--- src/design/cdip_pkg.sv ---
// Purpose: Shared constants and types for the CPU slowdown and halt control block
// Assumes: One system instruction clock; Wishbone classic register access
// Notes: Byte addresses are word aligned; unused bits read as zero
package cdip_pkg;

  // Register byte offsets
  localparam logic [3:0] CDIP_ADDR_POWER_CTRL = 4'h0;
  localparam logic [3:0] CDIP_ADDR_STATUS = 4'h4;
  localparam logic [3:0] CDIP_ADDR_IRQ_FLAGS = 4'h8;
  localparam logic [3:0] CDIP_ADDR_IRQ_ENABLE = 4'hC;

  // Field positions in cpu_power_control_reg
  localparam int CDIP_RATIO_LSB = 0;
  localparam int CDIP_LIGHT_HALT_BIT = 4;
  localparam int CDIP_SLOWDOWN_EN_BIT = 5;
  localparam int CDIP_SLOW_ON_RET_BIT = 6;
  localparam int CDIP_WAKE_FULL_BIT = 7;
  localparam int CDIP_GIE_BIT = 8;

  // Reset values
  localparam logic [8:0] CDIP_POWER_CTRL_RST = 9'h000;
  localparam logic [7:0] CDIP_IRQ_RST = 8'h00;
  localparam logic [4:0] CDIP_COUNT_RST = 5'h00;

  // Number of interrupt sources handled
  localparam int CDIP_NUM_IRQ = 8;

  // Slowdown ratio codes: cycles per group is 2 ** (code + 1)
  localparam logic [2:0] CDIP_RATIO_1_4 = 3'h1;
  localparam logic [2:0] CDIP_RATIO_1_32 = 3'h4;

  // Power state of the CPU
  typedef enum logic [1:0] {
    CDIP_RUN,
    CDIP_LIGHT_HALT,
    CDIP_DEEP_HALT
  } cdip_state_t;

  // Control fields held by software
  typedef struct packed {
    logic global_irq_enable;
    logic wake_restores_full_speed;
    logic slowdown_on_return;
    logic cpu_slowdown_enable;
    logic light_halt_select;
    logic [2:0] ratio;
  } cdip_ctrl_t;

  // Clock gate outputs towards the core
  typedef struct packed {
    logic cpu_cycle_en;
    logic prog_mem_en;
    logic periph_clk_en;
    logic main_osc_periph_en;
    logic clock_output_en;
  } cdip_gates_t;

endpackage : cdip_pkg

--- src/design/cdip_ratio_counter.sv ---
// Purpose: Counts system instruction cycles and marks the executing one
// Assumes: Ratio code 0..7 selects group of 2 to 256 cycles
// Notes: Restarts at zero while slowdown is off
`timescale 1ns/1ps
`default_nettype none
module cdip_ratio_counter
  import cdip_pkg::*;
(
  // Clock and reset
  input wire logic clk_i,
  input wire logic rst_i,
  // Control
  input wire logic enable_i,
  input wire logic [2:0] ratio_i,
  // Result
  output logic exec_slot_o
);

  logic [7:0] count;

  // code 1 gives 4, code 4 gives 32
  // Last count in the group for a ratio code
  function automatic logic [7:0] cdip_group_last(input logic [2:0] code);
    cdip_group_last = 8'((9'h002 << code) - 9'h001);
  endfunction : cdip_group_last

  // wrapping cycle counter
  always_ff @(posedge clk_i) begin
    if (rst_i || !enable_i) begin
      count <= 8'h00;
    end else if (count >= cdip_group_last(ratio_i)) begin
      count <= 8'h00;
    end else begin
      count <= count + 8'h01;
    end
  end

  // one executing cycle per group
  assign exec_slot_o = !enable_i || (count == 8'h00);

endmodule : cdip_ratio_counter
`default_nettype wire

--- src/design/cdip_power_ctrl.sv ---
// Purpose: CPU slowdown, light halt and deep halt power control
// Assumes: Core strobes are one-cycle pulses synchronous to clk_i
// Notes: Registers reached over Wishbone classic, one-cycle ack
//
// Summary of operation
// With slowdown on, CPU runs one cycle per group of N cycles.
// Ratio code 100 gives 1:32, code 001 gives 1:4.
// Peripherals keep full clock rate regardless of slowdown.
// Program memory prefetch and peripheral clocks continue in slowdown.
// Wake-full clear: interrupt handler stays at slowed rate.
// Wake-full set: interrupt clears slowdown, full speed resumes.
// Interrupt return with slowdown-on-return set re-enables slowdown.
// Halt op enters deep halt if light select is 0, else light halt.
// Light halt stops CPU and program memory, peripheral clocks run.
// Main-oscillator peripherals stop only in deep halt; others always run (here periph_clk_en also stops in deep halt).
// Clock output keeps toggling in light halt when enabled (config 0).
// Any interrupt ends light halt even with global enable off (here only a flag whose source is set in irq_enable wakes).
// Wake-full set: interrupt ending light halt also clears slowdown.
// Watchdog timeout in light halt wakes instead of resetting.
// Watchdog wake leaves slowdown enable unchanged.
// Interrupt flags set on their condition regardless of enables.
// Software should clear stale flags before enabling interrupts.
// Deep halt disables both CPU clock and system clock.
// Waking from deep halt clears the watchdog timer.
// CPU cycle enable comes from a wrapping counter, restarted on enable.
//
// Chosen here: the Wishbone slave port and the address map.
`timescale 1ns/1ps
`default_nettype none
module cdip_power_ctrl
  import cdip_pkg::*;
(
  // Clock and reset
  input wire logic clk_i,
  input wire logic rst_i,
  // Wishbone classic slave
  input wire logic cyc_i,
  input wire logic stb_i,
  input wire logic we_i,
  input wire logic [3:0] adr_i,
  input wire logic [3:0] sel_i,
  input wire logic [31:0] dat_i,
  output logic [31:0] dat_o,
  output logic ack_o,
  // Core events
  input wire logic halt_op_i,
  input wire logic return_from_interrupt_op_i,
  input wire logic watchdog_timeout_i,
  input wire logic [7:0] irq_cond_i,
  input wire logic clock_output_cfg_n_i,
  // Power outputs
  output cdip_gates_t gates_o,
  output logic sys_clk_en_o,
  output logic watchdog_clear_o,
  output logic watchdog_reset_o,
  output logic irq_pending_o,
  output cdip_state_t state_o
);

  ////////////////////////////////////////////////////////////////////////////
  // Declarations

  cdip_ctrl_t ctrl;
  cdip_state_t state;
  logic [7:0] irq_flags;
  logic [7:0] irq_enable;
  logic exec_slot;
  logic bus_req;
  logic bus_wr;
  logic any_irq;
  logic wake_irq;
  logic light_wd_wake;

  assign bus_req = cyc_i && stb_i && !ack_o;
  assign bus_wr = bus_req && we_i;

  ////////////////////////////////////////////////////////////////////////////
  // Event decode

  // Flags whose source is enabled form a wake request
  assign any_irq = |(irq_flags & irq_enable);
  // wake ignores global enable
  assign wake_irq = any_irq;
  // watchdog wakes light halt
  assign light_wd_wake = (state == CDIP_LIGHT_HALT) && watchdog_timeout_i;

  ////////////////////////////////////////////////////////////////////////////
  // Slowdown counter

  cdip_ratio_counter u_ratio (
    .clk_i(clk_i),
    .rst_i(rst_i),
    .enable_i(ctrl.cpu_slowdown_enable),
    .ratio_i(ctrl.ratio),
    .exec_slot_o(exec_slot)
  );

  ////////////////////////////////////////////////////////////////////////////
  // Control register

  // Software writes, hardware slowdown updates
  always_ff @(posedge clk_i) begin
    if (rst_i) begin
      ctrl <= cdip_ctrl_t'(CDIP_POWER_CTRL_RST);
    end else begin
      if (bus_wr && adr_i == CDIP_ADDR_POWER_CTRL) begin
        if (sel_i[0]) begin
          ctrl.ratio <= dat_i[CDIP_RATIO_LSB +: 3];
          ctrl.light_halt_select <= dat_i[CDIP_LIGHT_HALT_BIT];
          ctrl.cpu_slowdown_enable <= dat_i[CDIP_SLOWDOWN_EN_BIT];
          ctrl.slowdown_on_return <= dat_i[CDIP_SLOW_ON_RET_BIT];
          ctrl.wake_restores_full_speed <= dat_i[CDIP_WAKE_FULL_BIT];
        end
        if (sel_i[1]) begin
          ctrl.global_irq_enable <= dat_i[CDIP_GIE_BIT];
        end
      end
      // interrupt restores full speed
      // also when ending light halt
      // wake-full clear keeps slowdown
      if (wake_irq && ctrl.wake_restores_full_speed &&
          (ctrl.global_irq_enable || state == CDIP_LIGHT_HALT)) begin
        ctrl.cpu_slowdown_enable <= 1'b0;
      end
      // slowdown back on return
      if (return_from_interrupt_op_i && ctrl.slowdown_on_return) begin
        ctrl.cpu_slowdown_enable <= 1'b1;
      end
      // watchdog wake leaves slowdown alone
      // light select never altered by wake
    end
  end

  ////////////////////////////////////////////////////////////////////////////
  // Interrupt flags

  // flags set regardless of enables
  always_ff @(posedge clk_i) begin
    if (rst_i) begin
      irq_flags <= CDIP_IRQ_RST;
    end else if (bus_wr && adr_i == CDIP_ADDR_IRQ_FLAGS && sel_i[0]) begin
      // Set wins over a software clear in the same cycle
      irq_flags <= dat_i[7:0] | irq_cond_i;
    end else begin
      irq_flags <= irq_flags | irq_cond_i;
    end
  end

  // Interrupt enables, software only
  always_ff @(posedge clk_i) begin
    if (rst_i) begin
      irq_enable <= CDIP_IRQ_RST;
    end else if (bus_wr && adr_i == CDIP_ADDR_IRQ_ENABLE && sel_i[0]) begin
      irq_enable <= dat_i[7:0];
    end
  end

  ////////////////////////////////////////////////////////////////////////////
  // Power state machine

  always_ff @(posedge clk_i) begin
    if (rst_i) begin
      state <= CDIP_RUN;
    end else begin
      unique case (state)
        CDIP_RUN: begin
          // halt op selects depth
          if (halt_op_i && !wake_irq) begin
            state <= ctrl.light_halt_select ? CDIP_LIGHT_HALT : CDIP_DEEP_HALT;
          end
        end
        CDIP_LIGHT_HALT: begin
          // interrupt ends light halt
          if (wake_irq || watchdog_timeout_i) begin
            state <= CDIP_RUN;
          end
        end
        CDIP_DEEP_HALT: begin
          if (wake_irq || watchdog_timeout_i) begin
            state <= CDIP_RUN;
          end
        end
      endcase
    end
  end

  ////////////////////////////////////////////////////////////////////////////
  // Watchdog handling

  always_ff @(posedge clk_i) begin
    if (rst_i) begin
      watchdog_clear_o <= 1'b0;
      watchdog_reset_o <= 1'b0;
    end else begin
      // clear watchdog on deep halt wake
      watchdog_clear_o <= (state == CDIP_DEEP_HALT) &&
                          (wake_irq || watchdog_timeout_i);
      // no reset while in either halt
      watchdog_reset_o <= watchdog_timeout_i && (state == CDIP_RUN) &&
                          !light_wd_wake;
    end
  end

  ////////////////////////////////////////////////////////////////////////////
  // Clock gates

  always_ff @(posedge clk_i) begin
    if (rst_i) begin
      gates_o <= '0;
      sys_clk_en_o <= 1'b0;
      state_o <= CDIP_RUN;
      irq_pending_o <= 1'b0;
    end else begin
      state_o <= state;
      irq_pending_o <= any_irq && ctrl.global_irq_enable;
      // CPU runs on executing slot
      // no CPU cycles in halt
      gates_o.cpu_cycle_en <= (state == CDIP_RUN) && exec_slot;
      // prefetch kept while running
      gates_o.prog_mem_en <= (state == CDIP_RUN);
      // peripheral clock full rate
      gates_o.periph_clk_en <= (state != CDIP_DEEP_HALT);
      // main oscillator peripherals
      gates_o.main_osc_periph_en <= (state != CDIP_DEEP_HALT);
      // clock output in light halt
      gates_o.clock_output_en <= !clock_output_cfg_n_i &&
                                 (state != CDIP_DEEP_HALT);
      // system clock off in deep halt
      sys_clk_en_o <= (state != CDIP_DEEP_HALT);
    end
  end

  ////////////////////////////////////////////////////////////////////////////
  // Wishbone answer

  // One-cycle ack, read data with it
  always_ff @(posedge clk_i) begin
    if (rst_i) begin
      ack_o <= 1'b0;
      dat_o <= 32'h0000_0000;
    end else begin
      ack_o <= bus_req;
      dat_o <= 32'h0000_0000;
      if (bus_req && !we_i) begin
        unique case (adr_i)
          CDIP_ADDR_POWER_CTRL: dat_o <= {23'h00_0000, ctrl.global_irq_enable,
                                          ctrl.wake_restores_full_speed,
                                          ctrl.slowdown_on_return,
                                          ctrl.cpu_slowdown_enable,
                                          ctrl.light_halt_select, 1'b0, ctrl.ratio};
          CDIP_ADDR_STATUS: dat_o <= {29'h0000_0000, exec_slot, state};
          CDIP_ADDR_IRQ_FLAGS: dat_o <= {24'h00_0000, irq_flags};
          CDIP_ADDR_IRQ_ENABLE: dat_o <= {24'h00_0000, irq_enable};
          default: dat_o <= 32'h0000_0000;
        endcase
      end
    end
  end

  // software duty, flags readable to clear first

endmodule : cdip_power_ctrl
`default_nettype wire

--- config.mk ---
export PLATFORM = sky130hd
export DESIGN_NAME = cdip_power_ctrl
export DESIGN_NICKNAME = d
export VERILOG_FILES = /design/src/design/cdip_pkg.sv /design/src/design/cdip_ratio_counter.sv /design/src/design/cdip_power_ctrl.sv
export SDC_FILE = /design/constraint.sdc
export NUM_CORES = 1
export LEC_CHECK = 0
export ABC_AREA = 1
export BUFFER_PORTS_ARGS = -buffer_cell sky130_fd_sc_hd__buf_2
export CAP_MARGIN = 20
export CELL_PAD_IN_SITES_DETAIL_PLACEMENT = 1
export CELL_PAD_IN_SITES_GLOBAL_PLACEMENT = 1
export CORE_AREA = 8 8 95 97
export DETAILED_ROUTE_END_ITERATION = 6
export DIE_AREA = 0 0 103 105
export MAX_ROUTING_LAYER = met4
export PLACE_DENSITY = 0.91
export SLEW_MARGIN = 20
export SYNTH_ARGS = -nofsm -noshare
export SYNTH_HDL_FRONTEND = slang
export SYNTH_SLANG_ARGS = --single-unit
--- constraint.sdc ---
create_clock -name clk_i -period 3.54 [get_ports clk_i]
set_input_delay 0.354 -clock clk_i [delete_from_list [all_inputs] [get_ports clk_i]]
set_output_delay 0.354 -clock clk_i [all_outputs]
set_load 0.05 [all_outputs]
==> flow_summary.html, run 1 <==
<table>
<tr><th>Metric</th><th>Value</th></tr>
<tr><th colspan="2">Outcome</th></tr>
<tr><td>Outcome</td><td>complete, no violations</td></tr>
<tr><th colspan="2">Clock tree</th></tr>
<tr><td>Number of gates resized after CTS</td><td>0</td></tr>
<tr><td>CTS HTree Levels</td><td>2</td></tr>
<tr><td>Clock tree root driver cell</td><td>sky130_fd_sc_hd__clkbuf_8</td></tr>
<tr><td>Clock tree from TritonCTS</td><td>yes</td></tr>
<tr><td>Number of hold-repair buffers added at the cts stage</td><td>0</td></tr>
<tr><td>Sink Count</td><td>53</td></tr>
<tr><td>Largest buffer count on any clock path</td><td>2</td></tr>
<tr><td>Post-CTS Repair Setup Buffers</td><td>0</td></tr>
<tr><td>Number of buffers added by the clock tree synthesis step</td><td>5</td></tr>
<tr><td>Latest clock arrival within the worst-skew pair</td><td>0.30 ns</td></tr>
<tr><td>Clock transition time at the flip-flop clock pins of the worst setup and hold paths</td><td>0.09 ns</td></tr>
<tr><th colspan="2">Finish</th></tr>
<tr><td>Non-filler cells in the finished layout</td><td>521</td></tr>
<tr><td>Total Nets Final</td><td>487</td></tr>
<tr><td>Share of cells above drive strength 1</td><td>0.206</td></tr>
<tr><td>Relative area change from synthesis to final layout</td><td>13.3%</td></tr>
<tr><td>Layout Utilization</td><td>0.420</td></tr>
<tr><td>Multi-input logic area</td><td>0.00140 mm^2</td></tr>
<tr><td>Final instance area</td><td>0.00316 mm^2</td></tr>
<tr><td>Combined flip-flop and latch cell area</td><td>0.00106 mm^2</td></tr>
<tr><td># fillers</td><td>1,018</td></tr>
<tr><th colspan="2">Job</th></tr>
<tr><td>Maximum capacitance violations</td><td>0</td></tr>
<tr><th colspan="2">Timing</th></tr>
<tr><td>Final-layout worst hold slack</td><td>0.198 ns</td></tr>
<tr><td>Crit path setup slack, layout</td><td>1.27 ns</td></tr>
<tr><td>Unrepaired setup endpoints after global routing</td><td>false</td></tr>
<tr><td>Final TNS setup</td><td>0 ns</td></tr>
<tr><td>Final critical-path share of the clock period</td><td>0.642</td></tr>
<tr><td>Fmax achieved</td><td>0.440 GHz</td></tr>
<tr><td>Final critical delay including setup and external delays</td><td>2.27 ns</td></tr>
<tr><td>Rel. slew slack</td><td>0.418</td></tr>
<tr><td>Clk_skew</td><td>0.00384 ns</td></tr>
<tr><td>Setup-failing EPs final</td><td>0</td></tr>
<tr><td>Number of pins exceeding their max-slew limit in the final report</td><td>0</td></tr>
<tr><td>Final hold viol count</td><td>0</td></tr>
<tr><td>Slew at the pin closest to its max-slew limit</td><td>0.872 ns</td></tr>
<tr><th colspan="2">Synthesis</th></tr>
<tr><td>Largest area contributor in the synthesized netlist</td><td>sky130_fd_sc_hd__dfxtp_1</td></tr>
<tr><td>Post-synth ARST share</td><td>0</td></tr>
<tr><td>Mean area per synthesized cell</td><td>7.65 um^2</td></tr>
<tr><td>EDFF count, synth</td><td>0</td></tr>
<tr><td>Area share of the leading cell type in the synthesized netlist</td><td>0.380</td></tr>
<tr><td>Number of unique standard cell types used by synthesis</td><td>31</td></tr>
<tr><td>Area contributors post-synth</td><td>sky130_fd_sc_hd__dfxtp_1, sky130_fd_sc_hd__nand2_1, sky130_fd_sc_hd__buf_4, sky130_fd_sc_hd__inv_1, sky130_fd_sc_hd__nor2_1</td></tr>
<tr><td>Number of standard cells after synthesis</td><td>365</td></tr>
<tr><td>Post-synth design cell area</td><td>0.00279 mm^2</td></tr>
<tr><td>Most common flop cell mapped by yosys</td><td>sky130_fd_sc_hd__dfxtp_1</td></tr>
<tr><td>Top cell types by occurrence after synthesis</td><td>sky130_fd_sc_hd__nand2_1, sky130_fd_sc_hd__dfxtp_1, sky130_fd_sc_hd__inv_1, sky130_fd_sc_hd__nor2_1, sky130_fd_sc_hd__buf_4</td></tr>
<tr><td>Seq/Total Area, Yosys</td><td>0.380</td></tr>
<tr><td>Register bit count reported by yosys</td><td>53</td></tr>
<tr><td>Yosys warning total</td><td>0</td></tr>
<tr><td>Most instantiated library cell after synthesis</td><td>sky130_fd_sc_hd__nand2_1</td></tr>
<tr><th colspan="2">Setup path</th></tr>
<tr><td>Reg2Reg Launch Point</td><td>ctrl[0]</td></tr>
<tr><td>Logic depth of the worst register-to-register path</td><td>13</td></tr>
<tr><td>Arrival time at the worst endpoint</td><td>2.51 ns</td></tr>
<tr><td>Max FO, Critical Path</td><td>8</td></tr>
<tr><td>Startpoint class of the critical path</td><td>flip-flop</td></tr>
<tr><td>Required time reported for the critical path endpoint</td><td>3.78 ns</td></tr>
<tr><td>Worst Setup End Kind</td><td>flip-flop</td></tr>
<tr><td>Crit Path Category</td><td>reg -&gt; reg</td></tr>
<tr><td>Reg2reg setup slack</td><td>1.27 ns</td></tr>
<tr><td>Crit Reg-Reg Endpoint</td><td>u_ratio.count[5]</td></tr>
<tr><th colspan="2">Power</th></tr>
<tr><td>Leakage power of the design</td><td>1.49 nW</td></tr>
<tr><td>Share of power burned in registers</td><td>0.495</td></tr>
<tr><td>Maximum VDD drop</td><td>0.000129 V</td></tr>
<tr><td>Sw power</td><td>369 uW</td></tr>
<tr><td>Post-layout total power</td><td>1.26 mW</td></tr>
<tr><td>Fraction of power spent switching nets</td><td>0.293</td></tr>
<tr><td>Internal power</td><td>891 uW</td></tr>
<tr><td>Combinational cell fraction of total power</td><td>0.169</td></tr>
<tr><td>Cell Pwr Density</td><td>398 mW/mm^2</td></tr>
<tr><td>Power share of the clock group</td><td>0.336</td></tr>
<tr><th colspan="2">Routing</th></tr>
<tr><td>Residual DRC</td><td>0</td></tr>
<tr><td>Number of violations reported at the end of detailed-routing iteration 0</td><td>84</td></tr>
<tr><td>WL final</td><td>7.15 mm</td></tr>
<tr><td>Detailed-route vias per instance</td><td>4.52</td></tr>
<tr><td>Drt first pass iters</td><td>6</td></tr>
<tr><td>Vias</td><td>2,353</td></tr>
<tr><td>Routed WL per cell</td><td>13.7 um</td></tr>
<tr><td>Number of nets still failing antenna checks after routing</td><td>0</td></tr>
<tr><th colspan="2">Floorplan</th></tr>
<tr><td>Overall die width</td><td>103 um</td></tr>
<tr><td>Placement Rows</td><td>32</td></tr>
<tr><td>Ports</td><td>101</td></tr>
<tr><td>Vertical die dimension</td><td>105 um</td></tr>
<tr><td>Initial Util</td><td>0.371</td></tr>
<tr><td>Die area</td><td>0.0108 mm^2</td></tr>
<tr><td>Total core area</td><td>0.00753 mm^2</td></tr>
<tr><th colspan="2">Worst hold path</th></tr>
<tr><td>Min-Delay Path Depth</td><td>2</td></tr>
<tr><td>Startpoint of the lowest-slack hold path</td><td>clock_output_cfg_n_i</td></tr>
<tr><td>Worst hold path type</td><td>in -&gt; reg</td></tr>
<tr><td>Endpoint, Worst Hold</td><td>gates_o[0]</td></tr>
<tr><th colspan="2">Placed design</th></tr>
<tr><td>Final HPWL DP</td><td>5.89 mm</td></tr>
<tr><td>Worst setup slack before clock tree synthesis</td><td>1.27 ns</td></tr>
<tr><td>Count of buffers from port buffering</td><td>52</td></tr>
<tr><td>Total placed cells including tap cells</td><td>512</td></tr>
<tr><td>Last weighted congestion value of the routability-driven placer</td><td>0.805</td></tr>
<tr><td>Dpl cell area</td><td>0.00304 mm^2</td></tr>
<tr><th colspan="2">Global route</th></tr>
<tr><td>Global-route wire length before repair</td><td>11.9 mm</td></tr>
<tr><td>Maximum number of pins on one net before global-route repair</td><td>27</td></tr>
<tr><td>GRT Overall Usage</td><td>0.141</td></tr>
<tr><td>GRT Residual Overflow</td><td>0</td></tr>
<tr><td>Initial antenna violation count</td><td>1</td></tr>
<tr><td>Number of global-route vias before repair</td><td>2,513</td></tr>
</table>
==> layout by cell type (no fill, tap or decap), types with 7 or more instances in the layout <==
cell / instances
sky130_fd_sc_hd__nand2_1: 74
sky130_fd_sc_hd__dfxtp_1: 53
sky130_fd_sc_hd__buf_2: 52
sky130_fd_sc_hd__inv_1: 50
sky130_fd_sc_hd__nor2_1: 45
sky130_fd_sc_hd__conb_1: 23
sky130_fd_sc_hd__o21ai_0: 14
sky130_fd_sc_hd__ha_1: 13
sky130_fd_sc_hd__a21oi_1: 12
sky130_fd_sc_hd__nand3_1: 11
sky130_fd_sc_hd__nand3b_1: 8
sky130_fd_sc_hd__nand4_1: 7
==> critical path, cell delays in order, from the launching register on <==
cell,delay (ns)
sky130_fd_sc_hd__dfxtp_1,0.36
sky130_fd_sc_hd__nor2_1,0.15
sky130_fd_sc_hd__inv_1,0.08
sky130_fd_sc_hd__nor2_1,0.13
sky130_fd_sc_hd__inv_1,0.06
sky130_fd_sc_hd__ha_1,0.22
sky130_fd_sc_hd__nand4_1,0.12
sky130_fd_sc_hd__xor2_1,0.16
sky130_fd_sc_hd__ha_1,0.26
sky130_fd_sc_hd__a21oi_1,0.12
sky130_fd_sc_hd__o21ai_0,0.10
sky130_fd_sc_hd__a21oi_1,0.12
sky130_fd_sc_hd__nand2_1,0.19
sky130_fd_sc_hd__nor2_1,0.14
==> worst max-delay path by stage <==
stage,startpoint,endpoint,cells after the start,slack (ns)
after global routing,ctrl[2],u_ratio.count[7],11,0.97
after floorplan,ctrl[0],u_ratio.count[7],13,1.57
after CTS,ctrl[0],u_ratio.count[3],13,1.24
final,ctrl[0],u_ratio.count[5],13,1.27
after detailed placement,ctrl[0],u_ratio.count[7],13,1.27
after global placement,ctrl[0],u_ratio.count[7],13,1.36
==> power by group through the flow <==
stage | logic (mW) | clock network, mW | registers, mW
CTS | 0.215 | 0.439 | 0.625
detailed placement | 0.213 | 0 | 0.639
global placement | 0.207 | 0 | 0.637
finish | 0.213 | 0.423 | 0.624
global route | 0.229 | 0.463 | 0.628
floorplan | 0.150 | 0 | 0.669
==> area by class of cell <==
type / count / area share
Multi-Input combinational cell: 253 / 0.442
Sequential cell: 53 / 0.335
Timing Repair Buffer: 52 / 0.0822
Tap cell: 102 / 0.0403
Inverter: 52 / 0.0617
Clock buffer: 6 / 0.0261
Antenna cell: 1 / 0.000791
Clock inverter: 2 / 0.0119
==> state kept, by name, indices dropped and copies added, names as in the netlist, 2 cells and up <==
register       count
state_o            2
u_ratio.count      8
irq_flags          8
ctrl               8
gates_o            3
state              2
dat_o              9
irq_enable         8
==> routing by layer <==
metal	part of all wire	GRT usage	up-vias
li1	-	-	1215
met1	0.42	0.154	1087
met2	0.52	0.250	46
met3	0.052	0.0279	5
met4	0.0094	0.0362	0
met5	0	-	-
==> logic make-up (layout without fill, tap and decap cells) <==
logic type	after synthesis	after routing	share of synthesized area
compound gates	45	45	0.102
xor+xnor	9	9	0.0282
fa+ha+maj	13	13	0.0582
buf+inv	81	112	0.149
flops	53	53	0.380
other cells	1	24	0.00134
simple gates	163	163	0.281
Note: power is estimated with default switching activity, not from simulation.
==> run 2: changes to the inputs <==
Settings changed: CORE_AREA 8 8 95 97 to 8 8 104 106, DIE_AREA 0 0 103 105 to 0 0 112 114, PLACE_DENSITY 0.91 to 0.81.
Clock period 3.54 ns to 2 ns, I/O delays scaled along.
==> flow_summary.html, run 2 (synthesis results as in run 1) <==
<table>
<tr><th>Metric</th><th>Value</th></tr>
<tr><th colspan="2">Placed design</th></tr>
<tr><td>Final HPWL DP</td><td>6.24 mm (was 5.89 mm)</td></tr>
<tr><td>Total placed cells including tap cells</td><td>530 (was 512)</td></tr>
<tr><td>Count of buffers from port buffering</td><td>52 (unchanged)</td></tr>
<tr><td>Last weighted congestion value of the routability-driven placer</td><td>0.873 (was 0.805)</td></tr>
<tr><th colspan="2">Worst hold path</th></tr>
<tr><td>Startpoint of the lowest-slack hold path</td><td>clock_output_cfg_n_i (unchanged)</td></tr>
<tr><td>Worst hold path type</td><td>in -&gt; reg (unchanged)</td></tr>
<tr><td>Endpoint, Worst Hold</td><td>gates_o[0] (unchanged)</td></tr>
<tr><td>Min-Delay Path Depth</td><td>2 (unchanged)</td></tr>
<tr><th colspan="2">Finish</th></tr>
<tr><td>Leading cell types in the layout, fill and taps excluded</td><td>sky130_fd_sc_hd__nand2_1, sky130_fd_sc_hd__buf_2, sky130_fd_sc_hd__dfxtp_1, sky130_fd_sc_hd__inv_1, sky130_fd_sc_hd__nor2_1 (was sky130_fd_sc_hd__nand2_1, sky130_fd_sc_hd__dfxtp_1, sky130_fd_sc_hd__buf_2, sky130_fd_sc_hd__inv_1, sky130_fd_sc_hd__nor2_1)</td></tr>
<tr><td>Share of cells above drive strength 1</td><td>0.273 (was 0.206)</td></tr>
<tr><td>Combined flip-flop and latch cell area</td><td>0.00106 mm^2 (about the same)</td></tr>
<tr><td>Relative area change from synthesis to final layout</td><td>19.9% (was 13.3%)</td></tr>
<tr><td>Number of flip-flops under the largest register name</td><td>9 (unchanged)</td></tr>
<tr><td># fillers</td><td>1,160 (was 1,018)</td></tr>
<tr><td>Leading cell type in the layout, fill and taps excluded</td><td>sky130_fd_sc_hd__nand2_1 (unchanged)</td></tr>
<tr><td>Non-filler cells in the finished layout</td><td>543 (was 521)</td></tr>
<tr><td>Total Nets Final</td><td>501 (was 487)</td></tr>
<tr><td>Multi-input logic area</td><td>0.00147 mm^2 (was 0.00140 mm^2)</td></tr>
<tr><td>Antenna Diode Count</td><td>0 (was 1)</td></tr>
<tr><td>Layout Utilization</td><td>0.368 (was 0.420)</td></tr>
<tr><td>Register containing the most flip-flops in the final layout</td><td>dat_o (unchanged)</td></tr>
<tr><th colspan="2">Global route</th></tr>
<tr><td>Global-route wire length before repair</td><td>12.8 mm (was 11.9 mm)</td></tr>
<tr><td>Maximum number of pins on one net before global-route repair</td><td>21 (was 27)</td></tr>
<tr><td>Initial antenna violation count</td><td>0 (was 1)</td></tr>
<tr><td>Number of global-route vias before repair</td><td>2,680 (was 2,513)</td></tr>
<tr><td>GRT Residual Overflow</td><td>0 (unchanged)</td></tr>
<tr><td>GRT Overall Usage</td><td>0.127 (was 0.141)</td></tr>
<tr><th colspan="2">Timing</th></tr>
<tr><td>Number of pins exceeding their max-slew limit in the final report</td><td>0 (unchanged)</td></tr>
<tr><td>Fmax achieved</td><td>0.489 GHz (was 0.440 GHz)</td></tr>
<tr><td>Final hold viol count</td><td>0 (unchanged)</td></tr>
<tr><td>Setup-failing EPs final</td><td>8 (was 0)</td></tr>
<tr><td>Slew at the pin closest to its max-slew limit</td><td>0.613 ns (was 0.872 ns)</td></tr>
<tr><td>Final TNS setup</td><td>-0.304 ns (was 0 ns)</td></tr>
<tr><td>Crit path setup slack, layout</td><td>-0.0447 ns (was 1.27 ns)</td></tr>
<tr><td>Rel. slew slack</td><td>0.591 (was 0.418)</td></tr>
<tr><td>Clk_skew</td><td>0.0102 ns (was 0.00384 ns)</td></tr>
<tr><td>Unrepaired setup endpoints after global routing</td><td>true (was false)</td></tr>
<tr><td>Final critical-path share of the clock period</td><td>1.02 (was 0.642)</td></tr>
<tr><td>Final critical delay including setup and external delays</td><td>2.04 ns (was 2.27 ns)</td></tr>
<tr><th colspan="2">Setup path</th></tr>
<tr><td>Worst Setup End Kind</td><td>flip-flop (unchanged)</td></tr>
<tr><td>Crit Reg-Reg Endpoint</td><td>u_ratio.count[6] (was u_ratio.count[5])</td></tr>
<tr><td>Reg2reg setup slack</td><td>-0.04 ns (was 1.27 ns)</td></tr>
<tr><td>Required time reported for the critical path endpoint</td><td>2.24 ns (was 3.78 ns)</td></tr>
<tr><td>Arrival time at the worst endpoint</td><td>2.29 ns (was 2.51 ns)</td></tr>
<tr><td>Logic depth of the worst register-to-register path</td><td>13 (unchanged)</td></tr>
<tr><td>Startpoint class of the critical path</td><td>flip-flop (unchanged)</td></tr>
<tr><td>Source of the critical timing path</td><td>ctrl[1] (was ctrl[0])</td></tr>
<tr><td>Max FO, Critical Path</td><td>8 (unchanged)</td></tr>
<tr><td>Reg2Reg Launch Point</td><td>ctrl[1] (was ctrl[0])</td></tr>
<tr><td>Crit Path Category</td><td>reg -&gt; reg (unchanged)</td></tr>
<tr><th colspan="2">Clock tree</th></tr>
<tr><td>Clock tree root driver cell</td><td>sky130_fd_sc_hd__clkbuf_8 (unchanged)</td></tr>
<tr><td>Largest buffer count on any clock path</td><td>2 (unchanged)</td></tr>
<tr><td>Sink Count</td><td>53 (unchanged)</td></tr>
<tr><td>Latest clock arrival within the worst-skew pair</td><td>0.30 ns (about the same)</td></tr>
<tr><td>Number of hold-repair buffers added at the cts stage</td><td>0 (unchanged)</td></tr>
<tr><td>Clock tree from TritonCTS</td><td>yes (unchanged)</td></tr>
<tr><td>Clock transition time at the flip-flop clock pins of the worst setup and hold paths</td><td>0.10 ns (was 0.09 ns)</td></tr>
<tr><td>Number of buffers added by the clock tree synthesis step</td><td>5 (unchanged)</td></tr>
<tr><td>CTS HTree Levels</td><td>2 (unchanged)</td></tr>
<tr><th colspan="2">Routing</th></tr>
<tr><td>WL final</td><td>7.82 mm (was 7.15 mm)</td></tr>
<tr><td>Vias</td><td>2,462 (was 2,353)</td></tr>
<tr><td>Residual DRC</td><td>0 (unchanged)</td></tr>
<tr><td>Routed WL per cell</td><td>14.4 um (was 13.7 um)</td></tr>
<tr><td>Number of nets still failing antenna checks after routing</td><td>0 (unchanged)</td></tr>
<tr><td>Detailed-route vias per instance</td><td>4.53 (was 4.52)</td></tr>
<tr><td>Number of violations reported at the end of detailed-routing iteration 0</td><td>91 (was 84)</td></tr>
<tr><td>Drt first pass iters</td><td>4 (was 6)</td></tr>
<tr><th colspan="2">Power</th></tr>
<tr><td>Leakage power of the design</td><td>1.56 nW (was 1.49 nW)</td></tr>
<tr><td>Maximum VDD drop</td><td>0.000355 V (was 0.000129 V)</td></tr>
<tr><td>Cell Pwr Density</td><td>662 mW/mm^2 (was 398 mW/mm^2)</td></tr>
<tr><th colspan="2">Outcome</th></tr>
<tr><td>Outcome</td><td>finished, violations left (was complete, no violations)</td></tr>
<tr><td>Violations in the final reports</td><td>setup timing</td></tr>
<tr><th colspan="2">Floorplan</th></tr>
<tr><td>Die area</td><td>0.0128 mm^2 (was 0.0108 mm^2)</td></tr>
<tr><td>Total core area</td><td>0.00911 mm^2 (was 0.00753 mm^2)</td></tr>
<tr><td>Placement Rows</td><td>35 (was 32)</td></tr>
<tr><td>Initial Util</td><td>0.307 (was 0.371)</td></tr>
<tr><td>Ports</td><td>101 (unchanged)</td></tr>
<tr><td>Vertical die dimension</td><td>114 um (was 105 um)</td></tr>
<tr><td>Overall die width</td><td>112 um (was 103 um)</td></tr>
<tr><th colspan="2">Job</th></tr>
<tr><td>Maximum capacitance violations</td><td>0 (unchanged)</td></tr>
</table>
[run 2: cell types whose count changed in the layout (fill, tap and decap cells not counted), sizes merged]
cell,previous run,this run
buf,52,66
clkinv,0,1
clkinvlp,1,0
diode,1,0
[run 2: critical path, cell delays in order (launching register included)]
cell                      delay, ns
sky130_fd_sc_hd__dfxtp_2       0.34
sky130_fd_sc_hd__nor2_4        0.12
sky130_fd_sc_hd__inv_2         0.06
sky130_fd_sc_hd__nor2_4        0.09
sky130_fd_sc_hd__inv_2         0.06
sky130_fd_sc_hd__ha_4          0.17
sky130_fd_sc_hd__nand4_1       0.10
sky130_fd_sc_hd__xor2_1        0.17
sky130_fd_sc_hd__ha_1          0.28
sky130_fd_sc_hd__a21oi_2       0.13
sky130_fd_sc_hd__o21ai_1       0.08
sky130_fd_sc_hd__a21oi_2       0.16
sky130_fd_sc_hd__nand2_4       0.11
sky130_fd_sc_hd__nor2_2        0.11
[run 2: worst max path at each step]
stage	slack, ns	to	cells after the start
after floorplan	0.03	u_ratio.count[7]	13
after global placement	-0.12	u_ratio.count[7]	13
after detailed placement	-0.32	u_ratio.count[6]	13
after CTS	-0.09	u_ratio.count[6]	13
after global routing	-0.17	u_ratio.count[3]	13
final	-0.04	u_ratio.count[6]	13
[run 2: area by class of cell]
class                           count  share of cell area
Clock inverter                      2              0.0116
Sequential cell                    53               0.318
Clock buffer                        6              0.0217
Timing Repair Buffer               66               0.109
Inverter                           52              0.0583
Multi-Input combinational cell    253               0.440
Tap cell                          111              0.0415
[run 2: report_power, final]
group          internal [mW]  total (mW)  switching (mW)
clock network          0.376       0.728           0.351
logic                 0.0881       0.385           0.297
registers               1.09        1.11          0.0178
total                   1.55        2.22           0.666
[run 2: repair_timing]
action,CTS,global route
pin swaps,9,3
setup buffers,3,2
gates cloned,0,0
setup endpoints to repair,8,8
gates resized for setup,16,9
[run 2: metrics by stage]
stage / hold slack (ns) / power, mW / setup WS [ns] / instance area, um^2
after floorplan: 0.277 / 1.45 / 0.0266 / 2880
after global placement: 0.365 / 1.50 / -0.121 / 3120
after detailed placement: 0.366 / 1.51 / -0.319 / 3120
after CTS: 0.0354 / 2.24 / -0.0866 / 3300
after global routing: 0.0440 / 2.32 / -0.173 / 3350
final: 0.0415 / 2.22 / -0.0447 / 3350
[run 2: per-layer routing]
layer | vias to the layer above | GRT usage | share of wire
met4 | 0 | 0.0270 | 0.012
met2 | 52 | 0.240 | 0.53
met5 | - | - | 0
met3 | 8 | 0.0280 | 0.039
li1 | 1243 | - | -
met1 | 1159 | 0.132 | 0.42
